**src/wwdt_defines.vh**
```
// Summary of operation
// RL1: Watchdog comes up enabled after every reset.
// RL2: Disable and enable instructions accepted anytime.
// RL3: Overflow before service raises a reset request.
// RL4: Service below window boundary raises reset request.
// RL5: Counter is sixteen bits, counting upward.
// RL6: Clock source and prescaler ratio are selectable.
// RL7: Counter loads from programmable reload value.
// RL8: Each valid service reloads the counter.
// RL9: Defaults give about 0.13 s at wakeup clock.
// RL10: Overflow on wrap; request held one cycle.
`ifndef WWDT_DEFINES_VH
`define WWDT_DEFINES_VH

// Bus geometry
`define WWDT_ADDR_W        8
`define WWDT_DATA_W        32

// Register byte offsets
`define WWDT_OFS_CTRL      8'h00
`define WWDT_OFS_CMD       8'h04
`define WWDT_OFS_RELOAD    8'h08
`define WWDT_OFS_WINDOW    8'h0C
`define WWDT_OFS_COUNT     8'h10
`define WWDT_OFS_STATUS    8'h14
`define WWDT_OFS_MASK      8'h18

// Control fields
`define WWDT_CTRL_SRC_BIT  0
`define WWDT_CTRL_DIV_BIT  1

// Command fields (write-only strobes)
`define WWDT_CMD_EN_BIT    0
`define WWDT_CMD_DIS_BIT   1
`define WWDT_CMD_SRV_BIT   2

// Status and mask fields
`define WWDT_ST_OVF_BIT    0
`define WWDT_ST_WIN_BIT    1
`define WWDT_ST_RUN_BIT    2
`define WWDT_EVT_W         2

// AXI responses
`define WWDT_RESP_OKAY     2'h0
`define WWDT_RESP_SLVERR   2'h2

// Counter and prescaler
`define WWDT_CNT_W         16
`define WWDT_CNT_MAX       16'hFFFF
`define WWDT_PRE_W         14
`define WWDT_PRE_LONG_LAST 14'h3FFF
`define WWDT_PRE_SHORT_LAST 8'hFF

// Timing of the power-up interval
`define WWDT_DEF_INTERVAL_MS 130
`define WWDT_WU_FREQ_KHZ     500

// Reset values: wakeup clock, divide by 16384, four ticks of 32.768 ms
`define WWDT_RST_CTRL      2'h1
`define WWDT_RST_RELOAD    16'hFFFC
`define WWDT_RST_WINDOW    16'h0000
`define WWDT_RST_MASK      2'h0

`endif

```
**src/wwdt_prescaler.v**
```verilog
`timescale 1ns/100ps
`default_nettype none
`include "wwdt_defines.vh"

module wwdt_prescaler (
  // Clock and reset
  input  wire clk,
  input  wire rst_n,
  // Control
  input  wire step,
  input  wire clear,
  input  wire div_short,
  // Output
  output reg  tick
);

  reg  [`WWDT_PRE_W-1:0] cnt_reg;
  wire                   last;

  // Short ratio only looks at the low byte, so 256 and 16384 share one counter
  assign last = div_short ? (cnt_reg[7:0] == `WWDT_PRE_SHORT_LAST) :
                            (cnt_reg == `WWDT_PRE_LONG_LAST); // RL6

  always @(posedge clk) begin
    if (!rst_n || clear) begin
      cnt_reg <= {`WWDT_PRE_W{1'b0}};
      tick    <= 1'b0;
    end else begin
      tick <= 1'b0;
      if (step) begin
        if (last) begin
          cnt_reg <= {`WWDT_PRE_W{1'b0}};
          tick    <= 1'b1; // RL6
        end else begin
          cnt_reg <= cnt_reg + 14'h0001;
        end
      end
    end
  end

endmodule
`default_nettype wire

```
**src/wwdt_top.v**
```verilog
// The register offsets and the AXI4-Lite register port were left to the implementer.
`timescale 1ns/100ps
`default_nettype none
`include "wwdt_defines.vh"

module wwdt_top (
  // Clock and reset
  input  wire                      CLK,
  input  wire                      RST_N,
  // AXI4-Lite write address
  input  wire [`WWDT_ADDR_W-1:0]   S_AXI_AWADDR,
  input  wire                      S_AXI_AWVALID,
  output wire                      S_AXI_AWREADY,
  // AXI4-Lite write data
  input  wire [`WWDT_DATA_W-1:0]   S_AXI_WDATA,
  input  wire [3:0]                S_AXI_WSTRB,
  input  wire                      S_AXI_WVALID,
  output wire                      S_AXI_WREADY,
  // AXI4-Lite write response
  output reg  [1:0]                S_AXI_BRESP,
  output reg                       S_AXI_BVALID,
  input  wire                      S_AXI_BREADY,
  // AXI4-Lite read address
  input  wire [`WWDT_ADDR_W-1:0]   S_AXI_ARADDR,
  input  wire                      S_AXI_ARVALID,
  output wire                      S_AXI_ARREADY,
  // AXI4-Lite read data
  output reg  [`WWDT_DATA_W-1:0]   S_AXI_RDATA,
  output reg  [1:0]                S_AXI_RRESP,
  output reg                       S_AXI_RVALID,
  input  wire                      S_AXI_RREADY,
  // Wakeup oscillator clock, asynchronous
  input  wire                      WAKEUP_CLK,
  // Instruction strobes from the core
  input  wire                      WATCHDOG_ENABLE_INSTR,
  input  wire                      WATCHDOG_DISABLE_INSTR,
  input  wire                      WATCHDOG_SERVICE_INSTR,
  // Outputs
  output reg                       WDT_RST_REQ,
  output wire                      IRQ
);

  // Write channel holding registers
  reg                     aw_hold_reg;
  reg  [`WWDT_ADDR_W-1:0] awaddr_reg;
  reg                     w_hold_reg;
  reg  [`WWDT_DATA_W-1:0] wdata_reg;
  reg  [3:0]              wstrb_reg;
  wire                    do_write;
  wire                    ar_take;

  // Software state
  reg  [1:0]              ctrl_reg;
  reg  [`WWDT_CNT_W-1:0]  reload_reg;
  reg  [`WWDT_CNT_W-1:0]  window_reg;
  reg  [`WWDT_EVT_W-1:0]  status_reg;
  reg  [`WWDT_EVT_W-1:0]  status_next;
  reg  [`WWDT_EVT_W-1:0]  mask_reg;

  // Watchdog core state
  reg                     run_reg;
  reg  [`WWDT_CNT_W-1:0]  cnt_reg;
  reg  [`WWDT_CNT_W-1:0]  cnt_next;
  reg                     ovf_evt;
  reg                     win_evt;
  reg                     reload_now;

  // Wakeup clock synchroniser
  reg                     wu_s1_reg;
  reg                     wu_s2_reg;
  reg                     wu_s3_reg;
  reg                     wu_lvl_reg;
  wire                    wu_rise;

  // Decoded commands
  wire                    sel_ctrl;
  wire                    sel_cmd;
  wire                    sel_reload;
  wire                    sel_window;
  wire                    sel_status;
  wire                    sel_mask;
  wire                    wr_mapped;
  wire                    cmd_en;
  wire                    cmd_dis;
  wire                    cmd_srv;
  wire                    en_req;
  wire                    dis_req;
  wire                    srv_req;
  wire                    pre_step;
  wire                    pre_tick;

  function [`WWDT_CNT_W-1:0] merge16;
    input [`WWDT_CNT_W-1:0] old;
    input [`WWDT_DATA_W-1:0] data;
    input [3:0] strb;
    begin
      merge16 = old;
      if (strb[0]) begin
        merge16[7:0] = data[7:0];
      end
      if (strb[1]) begin
        merge16[15:8] = data[15:8];
      end
    end
  endfunction

  // Write path: address and data may arrive in either order
  assign S_AXI_AWREADY = !aw_hold_reg && !S_AXI_BVALID;
  assign S_AXI_WREADY  = !w_hold_reg && !S_AXI_BVALID;
  assign do_write      = aw_hold_reg && w_hold_reg && !S_AXI_BVALID;

  assign sel_ctrl   = (awaddr_reg == `WWDT_OFS_CTRL);
  assign sel_cmd    = (awaddr_reg == `WWDT_OFS_CMD);
  assign sel_reload = (awaddr_reg == `WWDT_OFS_RELOAD);
  assign sel_window = (awaddr_reg == `WWDT_OFS_WINDOW);
  assign sel_status = (awaddr_reg == `WWDT_OFS_STATUS);
  assign sel_mask   = (awaddr_reg == `WWDT_OFS_MASK);
  assign wr_mapped  = sel_ctrl || sel_cmd || sel_reload || sel_window ||
                      sel_status || sel_mask ||
                      (awaddr_reg == `WWDT_OFS_COUNT);

  always @(posedge CLK) begin
    if (!RST_N) begin
      aw_hold_reg  <= 1'b0;
      awaddr_reg   <= {`WWDT_ADDR_W{1'b0}};
      w_hold_reg   <= 1'b0;
      wdata_reg    <= {`WWDT_DATA_W{1'b0}};
      wstrb_reg    <= 4'h0;
      S_AXI_BVALID <= 1'b0;
      S_AXI_BRESP  <= `WWDT_RESP_OKAY;
    end else begin
      if (S_AXI_AWVALID && S_AXI_AWREADY) begin
        aw_hold_reg <= 1'b1;
        awaddr_reg  <= {S_AXI_AWADDR[`WWDT_ADDR_W-1:2], 2'b00};
      end
      if (S_AXI_WVALID && S_AXI_WREADY) begin
        w_hold_reg <= 1'b1;
        wdata_reg  <= S_AXI_WDATA;
        wstrb_reg  <= S_AXI_WSTRB;
      end
      if (do_write) begin
        aw_hold_reg  <= 1'b0;
        w_hold_reg   <= 1'b0;
        S_AXI_BVALID <= 1'b1;
        S_AXI_BRESP  <= wr_mapped ? `WWDT_RESP_OKAY : `WWDT_RESP_SLVERR;
      end else if (S_AXI_BVALID && S_AXI_BREADY) begin
        S_AXI_BVALID <= 1'b0;
      end
    end
  end

  // Read path: one outstanding read, data registered
  assign S_AXI_ARREADY = !S_AXI_RVALID;
  assign ar_take       = S_AXI_ARVALID && S_AXI_ARREADY;

  always @(posedge CLK) begin
    if (!RST_N) begin
      S_AXI_RVALID <= 1'b0;
      S_AXI_RDATA  <= {`WWDT_DATA_W{1'b0}};
      S_AXI_RRESP  <= `WWDT_RESP_OKAY;
    end else if (ar_take) begin
      S_AXI_RVALID <= 1'b1;
      S_AXI_RRESP  <= `WWDT_RESP_OKAY;
      case ({S_AXI_ARADDR[`WWDT_ADDR_W-1:2], 2'b00})
        `WWDT_OFS_CTRL:   S_AXI_RDATA <= {30'h0, ctrl_reg};
        `WWDT_OFS_CMD:    S_AXI_RDATA <= 32'h00000000;
        `WWDT_OFS_RELOAD: S_AXI_RDATA <= {16'h0000, reload_reg};
        `WWDT_OFS_WINDOW: S_AXI_RDATA <= {16'h0000, window_reg};
        `WWDT_OFS_COUNT:  S_AXI_RDATA <= {16'h0000, cnt_reg};
        `WWDT_OFS_STATUS: S_AXI_RDATA <= {29'h0, run_reg, status_reg};
        `WWDT_OFS_MASK:   S_AXI_RDATA <= {30'h0, mask_reg};
        default: begin
          S_AXI_RDATA <= 32'h00000000;
          S_AXI_RRESP <= `WWDT_RESP_SLVERR;
        end
      endcase
    end else if (S_AXI_RVALID && S_AXI_RREADY) begin
      S_AXI_RVALID <= 1'b0;
    end
  end

  // Command strobes: register writes and core instructions act alike
  assign cmd_en  = do_write && sel_cmd && wstrb_reg[0] &&
                   wdata_reg[`WWDT_CMD_EN_BIT];
  assign cmd_dis = do_write && sel_cmd && wstrb_reg[0] &&
                   wdata_reg[`WWDT_CMD_DIS_BIT];
  assign cmd_srv = do_write && sel_cmd && wstrb_reg[0] &&
                   wdata_reg[`WWDT_CMD_SRV_BIT];
  assign en_req  = cmd_en || WATCHDOG_ENABLE_INSTR;
  assign dis_req = cmd_dis || WATCHDOG_DISABLE_INSTR;
  assign srv_req = cmd_srv || WATCHDOG_SERVICE_INSTR;

  // Configuration registers
  always @(posedge CLK) begin
    if (!RST_N) begin
      ctrl_reg   <= `WWDT_RST_CTRL;   // RL9
      reload_reg <= `WWDT_RST_RELOAD; // RL9
      window_reg <= `WWDT_RST_WINDOW;
      mask_reg   <= `WWDT_RST_MASK;
    end else if (do_write) begin
      if (sel_ctrl && wstrb_reg[0]) begin
        ctrl_reg <= wdata_reg[1:0]; // RL6
      end
      if (sel_reload) begin
        reload_reg <= merge16(reload_reg, wdata_reg, wstrb_reg); // RL7
      end
      if (sel_window) begin
        window_reg <= merge16(window_reg, wdata_reg, wstrb_reg); // RL4
      end
      if (sel_mask && wstrb_reg[0]) begin
        mask_reg <= wdata_reg[`WWDT_EVT_W-1:0];
      end
    end
  end

  // Wakeup clock: only the second and later stages are examined
  always @(posedge CLK) begin
    if (!RST_N) begin
      wu_s1_reg  <= 1'b0;
      wu_s2_reg  <= 1'b0;
      wu_s3_reg  <= 1'b0;
      wu_lvl_reg <= 1'b0;
    end else begin
      wu_s1_reg <= WAKEUP_CLK;
      wu_s2_reg <= wu_s1_reg;
      wu_s3_reg <= wu_s2_reg;
      if (wu_s2_reg == wu_s3_reg) begin
        wu_lvl_reg <= wu_s3_reg;
      end
    end
  end

  // Wakeup clock must stay at or below a quarter of the system clock to be counted
  assign wu_rise  = (wu_s2_reg == wu_s3_reg) && wu_s3_reg && !wu_lvl_reg;
  assign pre_step = run_reg && (ctrl_reg[`WWDT_CTRL_SRC_BIT] ? wu_rise : 1'b1); // RL6

  wwdt_prescaler u_pre (
    .clk       (CLK),
    .rst_n     (RST_N),
    .step      (pre_step),
    .clear     (reload_now),
    .div_short (ctrl_reg[`WWDT_CTRL_DIV_BIT]),
    .tick      (pre_tick)
  );

  // Run state: disable wins when both strobes coincide
  always @(posedge CLK) begin
    if (!RST_N) begin
      run_reg <= 1'b1; // RL1
    end else if (dis_req) begin
      run_reg <= 1'b0; // RL2
    end else if (en_req) begin
      run_reg <= 1'b1; // RL2
    end
  end

  // Counter, service checking and overflow
  always @* begin
    cnt_next   = cnt_reg;
    ovf_evt    = 1'b0;
    win_evt    = 1'b0;
    reload_now = 1'b0;
    if (run_reg && srv_req) begin
      if (cnt_reg < window_reg) begin
        win_evt = 1'b1; // RL4
      end
      cnt_next   = reload_reg; // RL8
      reload_now = 1'b1;
    end else if (run_reg && pre_tick) begin
      if (cnt_reg == `WWDT_CNT_MAX) begin
        ovf_evt    = 1'b1; // RL10
        cnt_next   = reload_reg; // RL7
        reload_now = 1'b1;
      end else begin
        cnt_next = cnt_reg + 16'h0001; // RL5
      end
    end
  end

  always @(posedge CLK) begin
    if (!RST_N) begin
      cnt_reg     <= `WWDT_RST_RELOAD; // RL1
      WDT_RST_REQ <= 1'b0;
    end else begin
      cnt_reg     <= cnt_next;
      WDT_RST_REQ <= ovf_evt || win_evt; // RL3
    end
  end

  // Sticky status: a new event beats a simultaneous write-one-to-clear
  always @* begin
    status_next = status_reg;
    if (do_write && sel_status && wstrb_reg[0]) begin
      status_next = status_reg & ~wdata_reg[`WWDT_EVT_W-1:0];
    end
    status_next[`WWDT_ST_OVF_BIT] = status_next[`WWDT_ST_OVF_BIT] | ovf_evt;
    status_next[`WWDT_ST_WIN_BIT] = status_next[`WWDT_ST_WIN_BIT] | win_evt;
  end

  always @(posedge CLK) begin
    if (!RST_N) begin
      status_reg <= {`WWDT_EVT_W{1'b0}};
    end else begin
      status_reg <= status_next;
    end
  end

  assign IRQ = |(status_reg & mask_reg);

endmodule
`default_nettype wire

```
**config.mk**
```make
export PLATFORM = sky130hd
export DESIGN_NAME = wwdt_top
export DESIGN_NICKNAME = d
export VERILOG_FILES = /design/src/wwdt_prescaler.v /design/src/wwdt_top.v
export VERILOG_INCLUDE_DIRS = /design/src
export SDC_FILE = /design/constraint.sdc
export NUM_CORES = 1
export LEC_CHECK = 0
export BUFFER_PORTS_ARGS = -buffer_cell sky130_fd_sc_hd__buf_2
export CORE_ASPECT_RATIO = 0.75
export CORE_MARGIN = 5
export CORE_UTILIZATION = 45
export CTS_BUF_LIST = sky130_fd_sc_hd__clkbuf_8
export DETAILED_ROUTE_END_ITERATION = 8
export MAX_ROUTING_LAYER = met4
export PLACE_DENSITY = 0.7
export SLEW_MARGIN = 20
export SYNTH_ARGS = -nofsm -noshare
export SYNTH_HDL_FRONTEND = slang
export SYNTH_SLANG_ARGS = --single-unit
```
**constraint.sdc**
```tcl
create_clock -name CLK -period 1.9 [get_ports CLK]
set_input_delay 0.19 -clock CLK [delete_from_list [all_inputs] [get_ports CLK]]
set_output_delay 0.19 -clock CLK [all_outputs]
set_load 0.02 [all_outputs]
```
# ---- After elaboration in Yosys (flattened, before gate mapping)
# Index checks and enable logic that the tools add are counted.
dict set report totals {
  in_bits 63
  elab_cells 131
  regBits 139
}
dict set report classes {
  n_bitwise 7
  n_mux 23
  n_lt_le_gt_ge 1
  add_sub_neg 2
  n_eq_ne 16
  n_reduce_logical 56
}
# op count
set ops {}
lappend ops {{$pmux 16 s6} 1}
lappend ops {{$mux 16} 3}
lappend ops {{$eq 6x3->1 const B} 6}
lappend ops {{$eq 6x2->1 const B} 4}
lappend ops {{$logic_and 1x1->1} 23}
lappend ops {{$add 16x1->16 const B} 1}
lappend ops {{$eq 16x16->1 const B} 1}
lappend ops {{$lt 16x16->1} 1}
lappend ops {{$mux 1} 15}
lappend ops {{$add 14x1->14 const B} 1}
lappend ops {{$eq 14x14->1 const B} 1}
lappend ops {{$mux 14} 1}
lappend ops {{$eq 6x1->1 const B} 2}
lappend ops {{$reduce_and 3->1} 4}
lappend ops {{$logic_or 1x1->1} 11}
lappend ops {{$eq 8x8->1 const B} 1}
lappend ops {{$logic_not 8->1} 1}
lappend ops {{$reduce_bool 2->1} 4}
lappend ops {{$reduce_or 7->1} 1}
lappend ops {{$logic_not 1->1} 6}
lappend ops {{$logic_not 6->1} 1}
lappend ops {{$mux 2} 3}
lappend ops {{$reduce_or 2->1} 3}
lappend ops {{$and 2x2->2} 2}
lappend ops {{5 further kinds} 8}

# ---- Depth between registers and ports, before layout
dict set report depth {
  word_depth 10
  ltp_mapped 8
  ltp_nobuf 7
}

# ---- Cells and area by module
# A second synthesis with hierarchy kept.
dict set report unflattened {
  cells_unflattened 688
  area_unflattened_um2 6002.0
}
# mod n_inst cells_per_inst area_each_um2
set by_module_without_submodules {}
lappend by_module_without_submodules {wwdt_top 1 610 5296.3}
lappend by_module_without_submodules {wwdt_prescaler 1 78 705.7}

# ---- Least setup slack after synthesis
# No wires, ideal clock.
dict set report synth_timing {
  kind {register -> register}
  startpoint {register S_AXI_BVALID}
  endpoint {register cnt_reg[7]}
  path_slack_ns -0.109
  n_path_buf 2
  arrival_ns 1.875
  setup_time_ns 0.134
  stages_incl_launch_ff 8
  path_cell_list {dfxtp_1 -> buf_2 -> and3b_1 -> buf_2 -> a31oi_1 -> nand2_2 -> nor4_1 -> a32oi_1}
}
dict set report synth_via {
  elab_chain_len 8
}
# item line
set synth_rtl {}
lappend synth_rtl {{start: declaration} wwdt_top.v:21} ;# output reg S_AXI_BVALID,
lappend synth_rtl {{start signal: assignment} wwdt_top.v:129} ;# S_AXI_BVALID <= 1'b0;
lappend synth_rtl {{start signal: assignment} wwdt_top.v:144} ;# S_AXI_BVALID <= 1'b1;
lappend synth_rtl {{start signal: assignment} wwdt_top.v:147} ;# S_AXI_BVALID <= 1'b0;
lappend synth_rtl {{$logic_not 1->1 *} wwdt_top.v:110} ;# assign do_write = aw_hold_reg && w_hold_reg && !S_AXI_BVALID;
lappend synth_rtl {{$logic_and 1x1->1 *} wwdt_top.v:110}
lappend synth_rtl {{$logic_and 1x1->1 * (3 in a row)} wwdt_top.v:187} ;# assign cmd_srv = do_write && sel_cmd && wstrb_reg[0] &&
lappend synth_rtl {{$logic_or 1x1->1 *} wwdt_top.v:191} ;# assign srv_req = cmd_srv || WATCHDOG_SERVICE_INSTR;
lappend synth_rtl {{$logic_and 1x1->1 *} wwdt_top.v:263} ;# if (run_reg && srv_req) begin
lappend synth_rtl {{$mux 16 or $reduce_bool 2->1 (tied branches)} -}
lappend synth_rtl {{end signal: assignment} wwdt_top.v:282} ;# cnt_reg <= `WWDT_RST_RELOAD;
lappend synth_rtl {{end signal: assignment} wwdt_top.v:285} ;# cnt_reg <= cnt_next;
lappend synth_rtl {{end: declaration} wwdt_top.v:62} ;# reg [`WWDT_CNT_W-1:0] cnt_reg;
# Mark *: on every way between the ends. The rest lies on a longest branch, timed or not.
# A chain may end at the register's enable or synchronous reset.

# ---- Worst setup path after layout
dict set report layout_timing {
  startpoint {register cnt_reg[0]}
  endpoint {register cnt_reg[5]}
}
dict set report layout_via {
  elab_chain_len 4
}
# item line
set layout_rtl {}
lappend layout_rtl {{$add 16x1->16 or $eq 16x16->1 (tied branches)} -}
lappend layout_rtl {{$mux 16 *} wwdt_top.v:270} ;# if (cnt_reg == `WWDT_CNT_MAX) begin
lappend layout_rtl {{$mux 16 *} wwdt_top.v:269} ;# end else if (run_reg && pre_tick) begin
lappend layout_rtl {{$mux 16 *} wwdt_top.v:263}
# Mark *: on every way between the ends. The rest lies on a longest branch, timed or not. The select of a mux whose other input is x is not followed.

==> flow_summary.ini <==
[global_routing]
grt_util_met1 = 0.329
grt_max_degree = 55
gr-max-usage-layer = met2
grt_pass1_wl_um = 27600
grtUsageMet3 = 0.0425
grt.met2_usage = 0.346
antenna_found_initial = 0
track_usage = 0.235
grt_overflow = 0
first_global_vias = 5324

[floorplan]
die_w_um = 142
die_area_sq_um = 15400
core_sq_um = 12900
placement_rows = 36
boundaryPins = 106
initial_core_util = 0.455
die_y_um = 109

[clock_network]
clock_tree.buffer_depth = 2
worstSkewPairLatency_ns = 0.43
cts_tree = yes
root_buffer = clkbuf_8
cts_buffers = 17
clkSinkCount = 121
clock_tree.htree_level_count = 4
worst_setup_hold_path_clk_slew_ns = 0.08

[pwr]
cellPowerDensity_nw_per_um2 = 718
static-leakage-power_uw = 0.00331
vdd_drop_max_mv = 0.522

[worst_setup_path]
critical_path_required_ns = 2.23
timing.rr.start = cnt_reg[0]
setup.worst_path.start_class = flop
worst_r2r_path_cells = 8
critical_path.cell_chain = ha_4, nand3_4, or4_4, buf_6, buf_4, o21ai_2, a211oi_1, a311oi_1
endpoint_kind = flop
cp_max_fo = 5
cp.arrival_ns = 2.23
setup.worst_path.class = flop to flop
slowest_cell_on_the_critical_path = or4_4
r2r-end = cnt_reg[5]
rrSetupSlack_ns = 0.007
crit_path_max_incr_delay_ns = 0.52

[drt]
drt_first_pass_iters = 6
routed_via_density = 5.51
vias = 5700
routed_wirelength_um = 17400
post_drt_wl_per_cell_um = 16.8
route.antenna.remaining_nets = 0
first_iter_violations = 483
drcViolationCount = 0

[yosys]
synth-edff-count = 0
postSynthRegisterBits = 121
yosysSeqAreaShare = 0.413
synthDistinctLibCells = 67
average_footprint_of_a_synthesized_cell_sq_um = 8.52
syn-instance-count = 689
synthArstFlopShare = 0
netlist_area_sq_um = 5870
ys.flop_type = dfxtp_1
yosys_warnings = 0

[timing]
skew_ns = 0.0109
worst-slew-pin-transition_ns = 0.903
post-route-min-period_ns = 1.89
setup_viol_count_final = 0
clock.fmax_mhz = 528
final_max_slew_viol_count = 0
worst_slew_margin_rel = 0.396
final_min_period_over_clock_period = 0.997
rsz0062_at_grt = yes
postLayoutSetupSlackWorst_ns = 0.00660
final-hold-violation-count = 0
hold-worst-slack_ns = 0.0223

[cells_and_area]
leading_cell_type_in_the_layout_fill_and_taps_excluded = dfxtp_1
finish.net_count = 931
layout-drive-gt1-share = 0.269
area_growth_syn_to_layout_pct = 30.2
leading_cell_types_in_the_layout_fill_and_taps_excluded = dfxtp_1 (105), nand2_1 (99), buf_4 (85), buf_2 (65), nor2_1 (64)
fin_area_sq_um = 7640
n_antenna_cell = 0

[worst_hold_path]
min_from = S_AXI_AWADDR[6]
hold_path_class = primary input to flop
hold_critical_path_endpoint = awaddr_reg[6]
min_delay_path_depth = 3

[placed_design]
detailed_place_hpwl_um = 12900
dpl-instance-area_sq_um = 6850
pre_cts_slack_ns = -0.0106
placement.io_buffers = 65
finalWeightedCongestion = 0.902

[flow_run]
max-cap-violations = 0

[outcome]
status = finished, final reports clean
Yosys cell counts, types with 11 or more instances:
| library cell | n | area share |
|---|---|---|
| a21oi_1 | 37 | 0.032 |
| a222oi_1 | 13 | 0.022 |
| buf_2 | 11 | 0.0094 |
| buf_4 | 18 | 0.023 |
| clkbuf_1 | 26 | 0.017 |
| dfxtp_1 | 121 | 0.41 |
| ha_1 | 18 | 0.038 |
| inv_1 | 25 | 0.016 |
| mux2i_1 | 36 | 0.061 |
| nand2_1 | 99 | 0.063 |
| nand3_1 | 30 | 0.026 |
| nand4_1 | 11 | 0.012 |
| nor2_1 | 64 | 0.041 |
| nor3_1 | 12 | 0.010 |
| o21ai_0 | 28 | 0.024 |
metal layers:
metal,part of all wire,vias up
met4,0.014,0
met5,0,-
met1,0.48,2693
met3,0.071,28
li1,-,2752
met2,0.44,227
cell families (layout without fill, tap and decap cells):
group           count (synthesis)  count (layout)  share of synthesized area
fa+ha+maj                      18              18                     0.0384
compound gates                144             144                      0.170
mux                            37              37                     0.0633
buf+inv                        81             238                     0.0670
other cells                     1              18                   0.000639
flops                         121             121                      0.413
simple gates                  273             273                      0.227
xor+xnor                       14              14                     0.0209
critical path, delay by kind of cell (launching register included):
family                     cells  cell delay [ns]
and+or+nand+nor                2             0.60
DFF                            1             0.36
AOI/OAI and AO/OA              3             0.38
buffers and inverters          2             0.30
adders and majority gates      1             0.15
report_power, final:
part / leakage, uW / switching (uW) / total (uW) / internal (uW)
Clock: 0.000193 / 1100 / 2210 / 1110
Sequential: 0.000982 / 59.8 / 2650 / 2590
Combinational: 0.00214 / 346 / 621 / 276
how the worst max path moves through the flow:
stage / start / end / slack, ns / cells past startpoint
after floorplan: cnt_reg[0] / cnt_reg[9] / 0.02 / 7
after global placement: cnt_reg[0] / cnt_reg[9] / 0.02 / 7
after detailed placement: awaddr_reg[5] / window_reg[1] / -0.01 / 6
after CTS: cnt_reg[11] / cnt_reg[9] / 0.005 / 6
after global routing: cnt_reg[0] / cnt_reg[5] / -0.06 / 8
final: cnt_reg[0] / cnt_reg[5] / 0.007 / 8
metrics by stage:
step	instances	setup TNS (ns)	total power, uW	util
6_report	1034	0	5480	0.593
5_1_grt	1034	-0.0568	5690	0.593
4_1_cts	1031	0	5500	0.586
3_5_place_dp	968	-0.0241	3260	0.532
3_3_place_gp	968	0	3240	0.532
2_1_floorplan	706	0	3050	-
final cells by class:
| class | instances | area, sq um |
|---|---|---|
| Timing Repair Buffer | 181 | 1310 |
| Clock buffer | 19 | 262 |
| Multi-Input combinational cell | 504 | 3200 |
| Tap cell | 171 | 214 |
| Fill cell | 1139 | 5240 |
| Sequential cell | 121 | 2450 |
| Inverter | 25 | 93.8 |
| Clock inverter | 13 | 118 |
timing repair:
action / 4_1_cts / 5_1_grt
setup endpoints to repair: 15 / 44
hold buffers: 26 / 0
pin swaps: 8 / 16
hold endpoints to repair: 26 / 0
resized for setup: 9 / 24
buffers inserted: 5 / 4
Note: power is estimated with default switching activity, not from simulation.
